`src/common/irqcfg_pkg.sv`:
```
// irqcfg_pkg: constants and types for the interrupt output config block
// assumes a 50 MHz system clock and a 32-bit axi4-lite register bus
//
// How it works
// RULE1: 8-bit interval in 10 us steps, resets zero
// RULE2: writing zero interval stops hold-off, releases pending
// RULE3: new non-zero interval governs later interrupts
// RULE4: wake request bypasses the hold-off interval
// RULE5: restart bit clears counter, starts new interval
// RULE6: read-only flag shows hold-off interval active
// RULE7: read-only master bit shows combined request line
// RULE8: output enable gates pin, off at reset
// RULE9: output enable never touches source status
// RULE10: pin de-assertion starts interval; expiry releases requests
// RULE11: polarity bit selects low or high active in push-pull; open-drain is always active low
// RULE12: buffer bit selects open-drain or push-pull
package irqcfg_pkg;
	// register byte offsets
	localparam logic [7:0] CFG_OFFS = 8'h54;
	localparam logic [7:0] EVT_STS_OFFS = 8'h60;
	localparam logic [7:0] EVT_MSK_OFFS = 8'h64;
	// config register field positions
	localparam int INTV_LSB = 24;
	localparam int RESTART_BIT = 14;
	localparam int ACTIVE_BIT = 13;
	localparam int MASTER_BIT = 12;
	localparam int EN_BIT = 8;
	localparam int POL_BIT = 4;
	localparam int TYPE_BIT = 0;
	// event status bit positions
	localparam int EVT_EXPIRE = 0;
	localparam int EVT_ASSERT = 1;
	localparam int EVT_W = 2;
	// reset values
	localparam logic [7:0] INTV_RST = 8'h00;
	localparam logic [EVT_W-1:0] EVT_RST = 2'h0;
	// timing: one interval step in ns, clock period in ns
	localparam int STEP_NS = 10000;
	localparam int CLK_NS = 20;
	localparam int STEP_CYC = STEP_NS / CLK_NS;
	localparam logic [8:0] STEP_LAST = 9'(STEP_CYC - 1);
	// axi response codes
	localparam logic [1:0] RESP_OKAY = 2'h0;
	localparam logic [1:0] RESP_SLVERR = 2'h2;
	// software configuration fields
	typedef struct packed {
		logic [7:0] interval;
		logic en;
		logic pol;
		logic btype;
	} irqcfg_cfg_t;
	localparam irqcfg_cfg_t CFG_RST = '{INTV_RST, 1'b0, 1'b0, 1'b0};
	// drive of the interrupt pin
	typedef struct packed {
		logic level;
		logic oe;
	} irqcfg_pin_t;
endpackage : irqcfg_pkg

```
`src/hw/irqcfg_top.sv`:
```
// irqcfg_top: combines requests, applies hold-off, drives the irq pin
// assumes sources arrive synchronous, already enabled, active high
`timescale 1ns/10ps
`default_nettype none
module irqcfg_top #(
	parameter int NUM_SRC = 8
) (
	// clock and reset
	input wire logic sys_clk_i,
	input wire logic rst_i,
	// interrupt sources
	input wire logic [NUM_SRC-1:0] src_req_i,
	input wire logic wake_event_request_i,
	// interrupt pin toward host cpu
	output logic irq_pin_o,
	output logic irq_pin_oe_o,
	// block event interrupt
	output logic blk_irq_o,
	// axi4-lite write
	input wire logic [7:0] s_axi_awaddr,
	input wire logic s_axi_awvalid,
	output logic s_axi_awready,
	input wire logic [31:0] s_axi_wdata,
	input wire logic [3:0] s_axi_wstrb,
	input wire logic s_axi_wvalid,
	output logic s_axi_wready,
	output logic [1:0] s_axi_bresp,
	output logic s_axi_bvalid,
	input wire logic s_axi_bready,
	// axi4-lite read
	input wire logic [7:0] s_axi_araddr,
	input wire logic s_axi_arvalid,
	output logic s_axi_arready,
	output logic [31:0] s_axi_rdata,
	output logic [1:0] s_axi_rresp,
	output logic s_axi_rvalid,
	input wire logic s_axi_rready
);
	import irqcfg_pkg::*;

	////////////////////////////////////////////////////////////////////
	// state
	irqcfg_cfg_t cfg_ff, nxt_cfg; // software config
	logic active_ff, nxt_active; // hold-off running
	logic [8:0] pre_ff, nxt_pre; // 10 us prescaler
	logic [7:0] step_ff, nxt_step; // elapsed steps
	logic asrt_ff, nxt_asrt; // logical pin assertion
	irqcfg_pin_t pin_ff, nxt_pin; // physical pin drive
	logic [EVT_W-1:0] evt_sts_ff, nxt_evt_sts; // sticky events
	logic [EVT_W-1:0] evt_msk_ff, nxt_evt_msk; // event mask
	logic blk_irq_ff, nxt_blk_irq; // block interrupt
	logic awr_ff, nxt_awr; // aw/w ready pulse
	logic bv_ff, nxt_bv; // write response valid
	logic [1:0] bresp_ff, nxt_bresp; // write response code
	logic arr_ff, nxt_arr; // ar ready pulse
	logic rv_ff, nxt_rv; // read data valid
	logic [1:0] rresp_ff, nxt_rresp; // read response code
	logic [31:0] rdata_ff, nxt_rdata; // read data

	// combinational helpers
	logic master; // combined request line
	logic wr_go; // write handshake this edge
	logic rd_go; // read handshake this edge
	logic zero_wr; // interval written as zero
	logic restart_wr; // restart bit written as one
	logic tick; // one 10 us step elapsed
	logic expire; // hold-off reached its end
	logic [EVT_W-1:0] evt_set; // events raised this cycle

	////////////////////////////////////////////////////////////////////
	// bus decode
	assign wr_go = awr_ff & s_axi_awvalid & s_axi_wvalid;
	assign rd_go = arr_ff & s_axi_arvalid;
	assign zero_wr = wr_go && s_axi_awaddr == CFG_OFFS && s_axi_wstrb[3]
		&& s_axi_wdata[INTV_LSB +: 8] == 8'h00;
	assign restart_wr = wr_go && s_axi_awaddr == CFG_OFFS
		&& s_axi_wstrb[1] && s_axi_wdata[RESTART_BIT];
	// sources keep reporting whatever the enable says
	assign master = (|src_req_i) | wake_event_request_i; // RULE7 RULE9
	assign tick = active_ff && pre_ff == STEP_LAST;
	assign expire = tick && (9'(step_ff) + 9'h001) >= 9'(cfg_ff.interval);

	////////////////////////////////////////////////////////////////////
	// next-state logic for config, hold-off, pin and bus
	always_comb begin
		nxt_cfg = cfg_ff;
		nxt_active = active_ff;
		nxt_pre = pre_ff;
		nxt_step = step_ff;
		nxt_evt_msk = evt_msk_ff;
		nxt_awr = 1'b0;
		nxt_bv = bv_ff;
		nxt_bresp = bresp_ff;
		nxt_arr = 1'b0;
		nxt_rv = rv_ff;
		nxt_rresp = rresp_ff;
		nxt_rdata = rdata_ff;
		evt_set = '0;
		// hold-off prescaler and step counter
		if (active_ff) begin
			nxt_pre = tick ? 9'h000 : pre_ff + 9'h001;
			if (tick) begin
				nxt_step = step_ff + 8'h01;
			end
		end
		// release held requests at the end of the interval
		if (expire) begin
			nxt_active = 1'b0; // RULE10
			evt_set[EVT_EXPIRE] = 1'b1;
		end
		// pin assertion: wake never waits, others wait out hold-off
		nxt_asrt = cfg_ff.en // RULE8
			& (wake_event_request_i // RULE4
			| ((|src_req_i) & ~active_ff)); // RULE6
		// falling assertion opens a new interval
		if (asrt_ff && !nxt_asrt && cfg_ff.interval != 8'h00) begin
			nxt_active = 1'b1; // RULE10 RULE3
			nxt_pre = 9'h000;
			nxt_step = 8'h00;
		end
		if (nxt_asrt && !asrt_ff) begin
			evt_set[EVT_ASSERT] = 1'b1;
		end
		// open-drain is always active low; push-pull follows polarity
		if (!cfg_ff.btype) begin
			nxt_pin = '{1'b0, nxt_asrt}; // RULE12
		end else begin
			nxt_pin = '{~(nxt_asrt ^ cfg_ff.pol), 1'b1}; // RULE11
		end
		// accept address and data together, one write at a time
		if (s_axi_awvalid && s_axi_wvalid && !awr_ff && !bv_ff) begin
			nxt_awr = 1'b1;
		end
		if (s_axi_bready && bv_ff) begin
			nxt_bv = 1'b0;
		end
		if (wr_go) begin
			nxt_bv = 1'b1;
			nxt_bresp = RESP_OKAY;
			case (s_axi_awaddr)
				CFG_OFFS: begin
					if (s_axi_wstrb[3]) begin
						nxt_cfg.interval = s_axi_wdata[INTV_LSB +: 8]; // RULE1
					end
					if (s_axi_wstrb[1]) begin
						nxt_cfg.en = s_axi_wdata[EN_BIT]; // RULE8
					end
					if (s_axi_wstrb[0]) begin
						nxt_cfg.pol = s_axi_wdata[POL_BIT];
						nxt_cfg.btype = s_axi_wdata[TYPE_BIT];
					end
				end
				EVT_STS_OFFS: begin
					// read-only, write ignored
				end
				EVT_MSK_OFFS: begin
					if (s_axi_wstrb[0]) begin
						nxt_evt_msk = s_axi_wdata[EVT_W-1:0];
					end
				end
				default: begin
					nxt_bresp = RESP_SLVERR;
				end
			endcase
		end
		// restart wins over a running interval, zero write wins over all
		if (restart_wr) begin
			nxt_active = 1'b1; // RULE5
			nxt_pre = 9'h000;
			nxt_step = 8'h00;
		end
		if (zero_wr) begin
			nxt_active = 1'b0; // RULE2
			nxt_pre = 9'h000;
			nxt_step = 8'h00;
		end
		// one read at a time
		if (s_axi_arvalid && !arr_ff && !rv_ff) begin
			nxt_arr = 1'b1;
		end
		if (s_axi_rready && rv_ff) begin
			nxt_rv = 1'b0;
		end
		nxt_evt_sts = evt_sts_ff;
		if (rd_go) begin
			nxt_rv = 1'b1;
			nxt_rresp = RESP_OKAY;
			nxt_rdata = 32'h0000_0000;
			case (s_axi_araddr)
				CFG_OFFS: begin
					nxt_rdata[INTV_LSB +: 8] = cfg_ff.interval;
					nxt_rdata[ACTIVE_BIT] = active_ff; // RULE6
					nxt_rdata[MASTER_BIT] = master; // RULE7
					nxt_rdata[EN_BIT] = cfg_ff.en;
					nxt_rdata[POL_BIT] = cfg_ff.pol;
					nxt_rdata[TYPE_BIT] = cfg_ff.btype;
				end
				EVT_STS_OFFS: begin
					nxt_rdata[EVT_W-1:0] = evt_sts_ff;
					nxt_evt_sts = '0; // cleared by the read
				end
				EVT_MSK_OFFS: begin
					nxt_rdata[EVT_W-1:0] = evt_msk_ff;
				end
				default: begin
					nxt_rresp = RESP_SLVERR;
				end
			endcase
		end
		// a new event beats the read that clears it
		nxt_evt_sts = nxt_evt_sts | evt_set;
		nxt_blk_irq = |(nxt_evt_sts & nxt_evt_msk);
	end

	////////////////////////////////////////////////////////////////////
	// registers
	always_ff @(posedge sys_clk_i) begin
		if (rst_i) begin
			cfg_ff <= CFG_RST; // RULE1 RULE8
			active_ff <= 1'b0;
			pre_ff <= 9'h000;
			step_ff <= 8'h00;
			asrt_ff <= 1'b0;
			pin_ff <= '{1'b0, 1'b0};
			evt_sts_ff <= EVT_RST;
			evt_msk_ff <= EVT_RST;
			blk_irq_ff <= 1'b0;
			awr_ff <= 1'b0;
			bv_ff <= 1'b0;
			bresp_ff <= RESP_OKAY;
			arr_ff <= 1'b0;
			rv_ff <= 1'b0;
			rresp_ff <= RESP_OKAY;
			rdata_ff <= 32'h0000_0000;
		end else begin
			cfg_ff <= nxt_cfg;
			active_ff <= nxt_active;
			pre_ff <= nxt_pre;
			step_ff <= nxt_step;
			asrt_ff <= nxt_asrt;
			pin_ff <= nxt_pin;
			evt_sts_ff <= nxt_evt_sts;
			evt_msk_ff <= nxt_evt_msk;
			blk_irq_ff <= nxt_blk_irq;
			awr_ff <= nxt_awr;
			bv_ff <= nxt_bv;
			bresp_ff <= nxt_bresp;
			arr_ff <= nxt_arr;
			rv_ff <= nxt_rv;
			rresp_ff <= nxt_rresp;
			rdata_ff <= nxt_rdata;
		end
	end

	// outputs straight from flops
	assign irq_pin_o = pin_ff.level;
	assign irq_pin_oe_o = pin_ff.oe;
	assign blk_irq_o = blk_irq_ff;
	assign s_axi_awready = awr_ff;
	assign s_axi_wready = awr_ff;
	assign s_axi_bvalid = bv_ff;
	assign s_axi_bresp = bresp_ff;
	assign s_axi_arready = arr_ff;
	assign s_axi_rvalid = rv_ff;
	assign s_axi_rresp = rresp_ff;
	assign s_axi_rdata = rdata_ff;
endmodule : irqcfg_top
`default_nettype wire

```
`config.mk`:
```
export PLATFORM = sky130hd
export DESIGN_NAME = irqcfg_top
export DESIGN_NICKNAME = d
export VERILOG_FILES = /design/src/common/irqcfg_pkg.sv /design/src/hw/irqcfg_top.sv
export SDC_FILE = /design/constraint.sdc
export NUM_CORES = 1
export LEC_CHECK = 0
export BUFFER_PORTS_ARGS = -buffer_cell sky130_fd_sc_hd__buf_2
export CORE_ASPECT_RATIO = 1.5
export CORE_MARGIN = 2
export CORE_UTILIZATION = 37
export DETAILED_ROUTE_END_ITERATION = 7
export GPL_TIMING_DRIVEN = 0
export PLACE_DENSITY = 0.63
export SETUP_SLACK_MARGIN = 0.02
export SLEW_MARGIN = 20
export SYNTH_ARGS = -nofsm -noshare
export SYNTH_HDL_FRONTEND = slang
export SYNTH_SLANG_ARGS = --single-unit
```
`constraint.sdc`:
```
create_clock -name sys_clk_i -period 7.1 [get_ports sys_clk_i]
set_clock_uncertainty 0.15 [all_clocks]
set_input_delay 1.065 -clock sys_clk_i [delete_from_list [all_inputs] [get_ports sys_clk_i]]
set_output_delay 1.065 -clock sys_clk_i [all_outputs]
set_load 0.02 [all_outputs]
```
# --- Word-level counts from Yosys, hierarchy flattened ---
# Cells that the tools add are included.
op_classes:
  add_sub_neg: 3
  n_mul: 0
  n_div: 0
  magnitude_cmp: 1
  eq_ne: 7
  shift: 0
  mux: 26
  bitwise_logic: 13
  reduce_logical: 39
ops:
  columns: ["operator", "count"]
  rows:
  - ["$eq 8x7->1 const B", 6]
  - ["$logic_and 1x1->1", 17]
  - ["$mux 2", 8]
  - ["$mux 1", 14]
  - ["$add 8x1->9 const B", 1]
  - ["$add 9x1->9 const B", 1]
  - ["$eq 9x9->1 const B", 1]
  - ["$ge 9x8->1", 1]
  - ["$mux 9", 1]
  - ["$reduce_and 3->1", 3]
  - ["$add 8x1->8 const B", 1]
  - ["$logic_not 8->1", 1]
  - ["$mux 8", 1]
  - ["$reduce_bool 8->1", 1]
  - ["$reduce_or 8->1", 1]
  - ["$logic_not 1->1", 6]
  - ["$reduce_or 2->1", 3]
  - ["$reduce_or 3->1", 2]
  - ["$and 1x1->1", 5]
  - ["$reduce_bool 2->1", 2]
  - ["$reduce_or 4->1", 1]
  - ["$not 1->1", 3]
  - ["$pmux 1 s3", 1]
  - ["$reduce_bool 3->1", 1]
  - ["6 further kinds", 7]
word_totals:
  regBits: 59
  latch_bits: 0
  mem_bits_rw: 0
  rom_bits: 0
  in_bits: 68
  output_inout_bits: 44
  elab_cells: 109
  memories: 0

# --- Logic depth before layout (Yosys ltp) ---
logic_depth:
  depth_word: 9
  depth_mapped: 11
  mapped_depth_nobuf: 10

# --- Worst setup path after synthesis ---
# OpenSTA, ideal clock, no wires.
synth_timing:
  kind: "in2reg"
  from: "input port s_axi_araddr[1]"
  to: "register blk_irq_ff (netlist: blk_irq_o)"
  setup_ps: 117
  arrival_time_ps: 2685
  required_ps: 6833
  slack_ps: 4147
  path_stages: 5
  n_path_buf: 0
  path_cell_list: "or3_4 > or4b_4 > o31a_1 > a211o_1 > a32o_1"
synth_via:
  elab_chain_len: 6
synth_lines:
  columns: ["item", "line_no", "text"]
  rows:
  - ["start: declaration", "irqcfg_top.sv:31", "input wire logic [7:0] s_axi_araddr,"]
  - ["$eq 8x7->1", "irqcfg_top.sv:189", "case (s_axi_araddr)"]
  - ["$mux 2", "irqcfg_top.sv:189", null]
  - ["$mux 2", "irqcfg_top.sv:185", "if (rd_go) begin"]
  - ["$or 2x2->2", "irqcfg_top.sv:211", "nxt_evt_sts = nxt_evt_sts | evt_set;"]
  - ["$and 2x2->2", "irqcfg_top.sv:212", "nxt_blk_irq = |(nxt_evt_sts & nxt_evt_msk);"]
  - ["$reduce_or 2->1", "irqcfg_top.sv:212", null]
  - ["end signal: assignment", "irqcfg_top.sv:244", "blk_irq_ff <= nxt_blk_irq;"]
  - ["end: declaration", "irqcfg_top.sv:51", "logic blk_irq_ff, nxt_blk_irq;"]
# Every way passes these cells.
# A chain may end at the register's enable or synchronous reset.

# --- Final worst setup path ---
layout_timing:
  from: "input port s_axi_araddr[1]"
  to: "register rdata_ff[30] (netlist: s_axi_rdata[30])"
layout_via:
  elab_chain_len: 2
layout_lines:
  columns: ["item", "line_no", "text"]
  rows:
  - ["$eq 8x7->1", "irqcfg_top.sv:189", null]
  - ["$mux 8", "irqcfg_top.sv:189", null]
  - ["end signal: assignment", "irqcfg_top.sv:251", "rdata_ff <= nxt_rdata;"]
  - ["end: declaration", "irqcfg_top.sv:58", "logic [31:0] rdata_ff, nxt_rdata;"]
# Every way passes these cells.

==> metrics.csv <==
metric;value;unit
status;finished, final reports clean;
Fmax;341;MHz
die width;75.4;um
Yosys warnings;0;
final net count;518;
Final Instance Count excl. Fillers;547;
WHS Endpoint;s_axi_rdata[31];
CTS tree;done;
Final GP Congestion;0.844;
share of async-settable or async-resettable flops after synthesis;0;%
Worst setup SP type;primary input;
sum of negative setup slack;0;ns
R2R Path End;blk_irq_o;
r2r startpoint;step_ff[2];
DR iter-0 viols;103;
register area share after synthesis;40.3;%
setup violators final;0;
vias in the first global route;2483;
drt wl/cell;12.1;um
share of layout cells above drive strength 1;25.2;%
RSZ-0062 raised after global routing;no;
largest net degree at the start of global routing;11;
LEAKAGE;1.56;nW
commonest non-fill, non-tap cell in the layout;buf_2;
Worst Hold Slack;0.294;ns
DR pass1 iterations;4;
Initial Util;37.6;%
residual DRC count;0;
number of synthesized flops with an enable pin;0;
DIE HEIGHT;111;um
CTS Sinks;57;
vias;2619;
first-pass GRT wire length;10900;um
Final Hold Violating Endpoints;0;
Tightest Pin Transition;0.929;ns
DP HPWL;5330;um
Hold Buf Count CTS;0;
Worst-path clk slew;0.05;ns
critical-path maximum fanout;10;
post-route ant nets;0;
pwr dens;223;mW/mm^2
CP Data Arrival Time;3.04;ns
max-slew violations;0;
area grow syn2layout;30.3;%
count of different cell masters after synthesis;45;
Final Critical Period;2.93;ns
vias per cell;4.79;
critical path class;in2reg;
Req. time, crit path;7.20;ns
hold path depth;2;
Max-Cap Viols;0;
maximum root-to-sink buffer count;2;
synthesized flop and latch total;57;
placed insts;531;
Syn Inst Count;341;
CTS resizes;0;
H-tree levels;3;
Slew headroom;37.5;%
Post-Syn Area;0.00283;sq mm
Ports;112;
core area;0.00751;sq mm
R2R depth;11;
worst IR drop on VDD;0.000119;V
Worst setup EP type;flip-flop;
routed wire length;6640;um
commonest non-fill, non-tap cells in the layout;buf_2, dfxtp_1, nand2_1;
CTS Root Cell;clkbuf_16;
post-route clock period utilization;41.3;%
syn avg cell area;8.30;sq um
Total GRT Usage;16.9;%
main flop type after synthesis;dfxtp_1;
postcts setup bufs;0;
Worst R2R Setup Slack;4.36;ns
worst-skew pair later-pin latency;0.32;ns
row count;39;
type of the worst min-delay path;reg2reg;
port bufs;69;
initial antenna violation count;0;
Hold Crit Start;s_axi_rdata[31];
die area;0.00838;sq mm
ant diodes;0;
Remaining Overflow, GRT;0;
Num CTS Buffers;9;
==> state kept, by name, indices dropped and copies added (netlist names) <==
register / cells
active_ff: 1
asrt_ff: 1
blk_irq_o: 1
cfg_ff: 11
evt_msk_ff: 2
evt_sts_ff: 2
irq_pin_o: 1
irq_pin_oe_o: 1
pre_ff: 9
s_axi_arready: 1
s_axi_awready: 1
s_axi_bresp: 1
s_axi_bvalid: 1
s_axi_rdata: 14
s_axi_rresp: 1
s_axi_rvalid: 1
step_ff: 8
==> kinds of logic after synthesis <==
logic type	synth area share [%]
DFF	40.3
and+or+nand+nor	27.3
xor gates and xnor gates	6.19
other	0.133
AOI/OAI and AO/OA	11.1
muxes	1.46
adders and majority gates	4.42
buffers and inverters	8.98
==> synth_stat cells (3+ instances only) <==
library cell / instances / share of area (%)
nand3_1: 36 / 6.4
o21ai_0: 7 / 1.2
inv_1: 9 / 1.2
nor3_1: 11 / 1.9
buf_4: 21 / 5.6
nor2_1: 20 / 2.7
ha_1: 10 / 4.4
mux2i_1: 3 / 1.1
dfxtp_1: 57 / 40
nand2b_1: 8 / 1.8
nand2_1: 40 / 5.3
and2_1: 4 / 0.88
nor4_1: 6 / 1.3
xnor2_1: 11 / 3.4
nand4_1: 5 / 1.1
and3_1: 4 / 0.88
clkbuf_1: 14 / 1.9
a21oi_1: 33 / 5.8
xor2_1: 9 / 2.8
==> metal layers <==
metal,vias to the layer above,GRT usage [%],share of wire (%)
li1,1343,-,-
met1,1193,17.6,40
met2,70,29.9,53
met3,13,4.73,4.7
met4,0,7.72,2.4
met5,-,0,0
==> cell type report <==
cell class	instances	area, sq um
Fill cell	757	3830
Clock buffer	11	233
Clock inverter	5	80.1
Inverter	9	33.8
Multi-Input combinational cell	257	1510
Sequential cell	57	1140
Buffer	37	220
Tap cell	102	128
Timing Repair Buffer	69	345
==> power breakdown <==
| part | total [mW] | internal, mW | switching [mW] |
|---|---|---|---|
| Sequential | 0.323 | 0.322 | 0.00110 |
| Clock | 0.446 | 0.306 | 0.141 |
| Combinational | 0.0534 | 0.0224 | 0.0310 |
| Total | 0.823 | 0.650 | 0.173 |
==> metrics by stage <==
stage          worst slack [ns]  power [mW]  cell area (sq um)  util (%)
2_1_floorplan              4.15       0.362               2900         -
3_5_place_dp               3.86       0.383               3370      44.9
6_report                   4.17       0.823               3690      49.1
4_1_cts                    4.16       0.830               3690      49.1
3_3_place_gp               3.87       0.382               3370      44.9
5_1_grt                    4.02       0.848               3690      49.1
==> worst max-delay path: stages <==
cell      delay [ns]
buf_2           0.10
or3_4           0.37
nor4_1          0.77
clkbuf_1        0.41
nand3_1         0.15
a21oi_1         0.17
==> how the worst max path moves through the flow <==
| stage | start | to | slack [ns] |
|---|---|---|---|
| after floorplan | s_axi_araddr[1] | blk_irq_o | 4.15 |
| after global placement | s_axi_araddr[1] | s_axi_rdata[29] | 3.87 |
| after detailed placement | s_axi_araddr[1] | s_axi_rdata[29] | 3.86 |
| after CTS | s_axi_araddr[1] | s_axi_rdata[30] | 4.16 |
| after global routing | s_axi_araddr[1] | s_axi_rdata[30] | 4.02 |
| final | s_axi_araddr[1] | s_axi_rdata[30] | 4.17 |
Note: power is estimated with default switching activity, not from simulation.
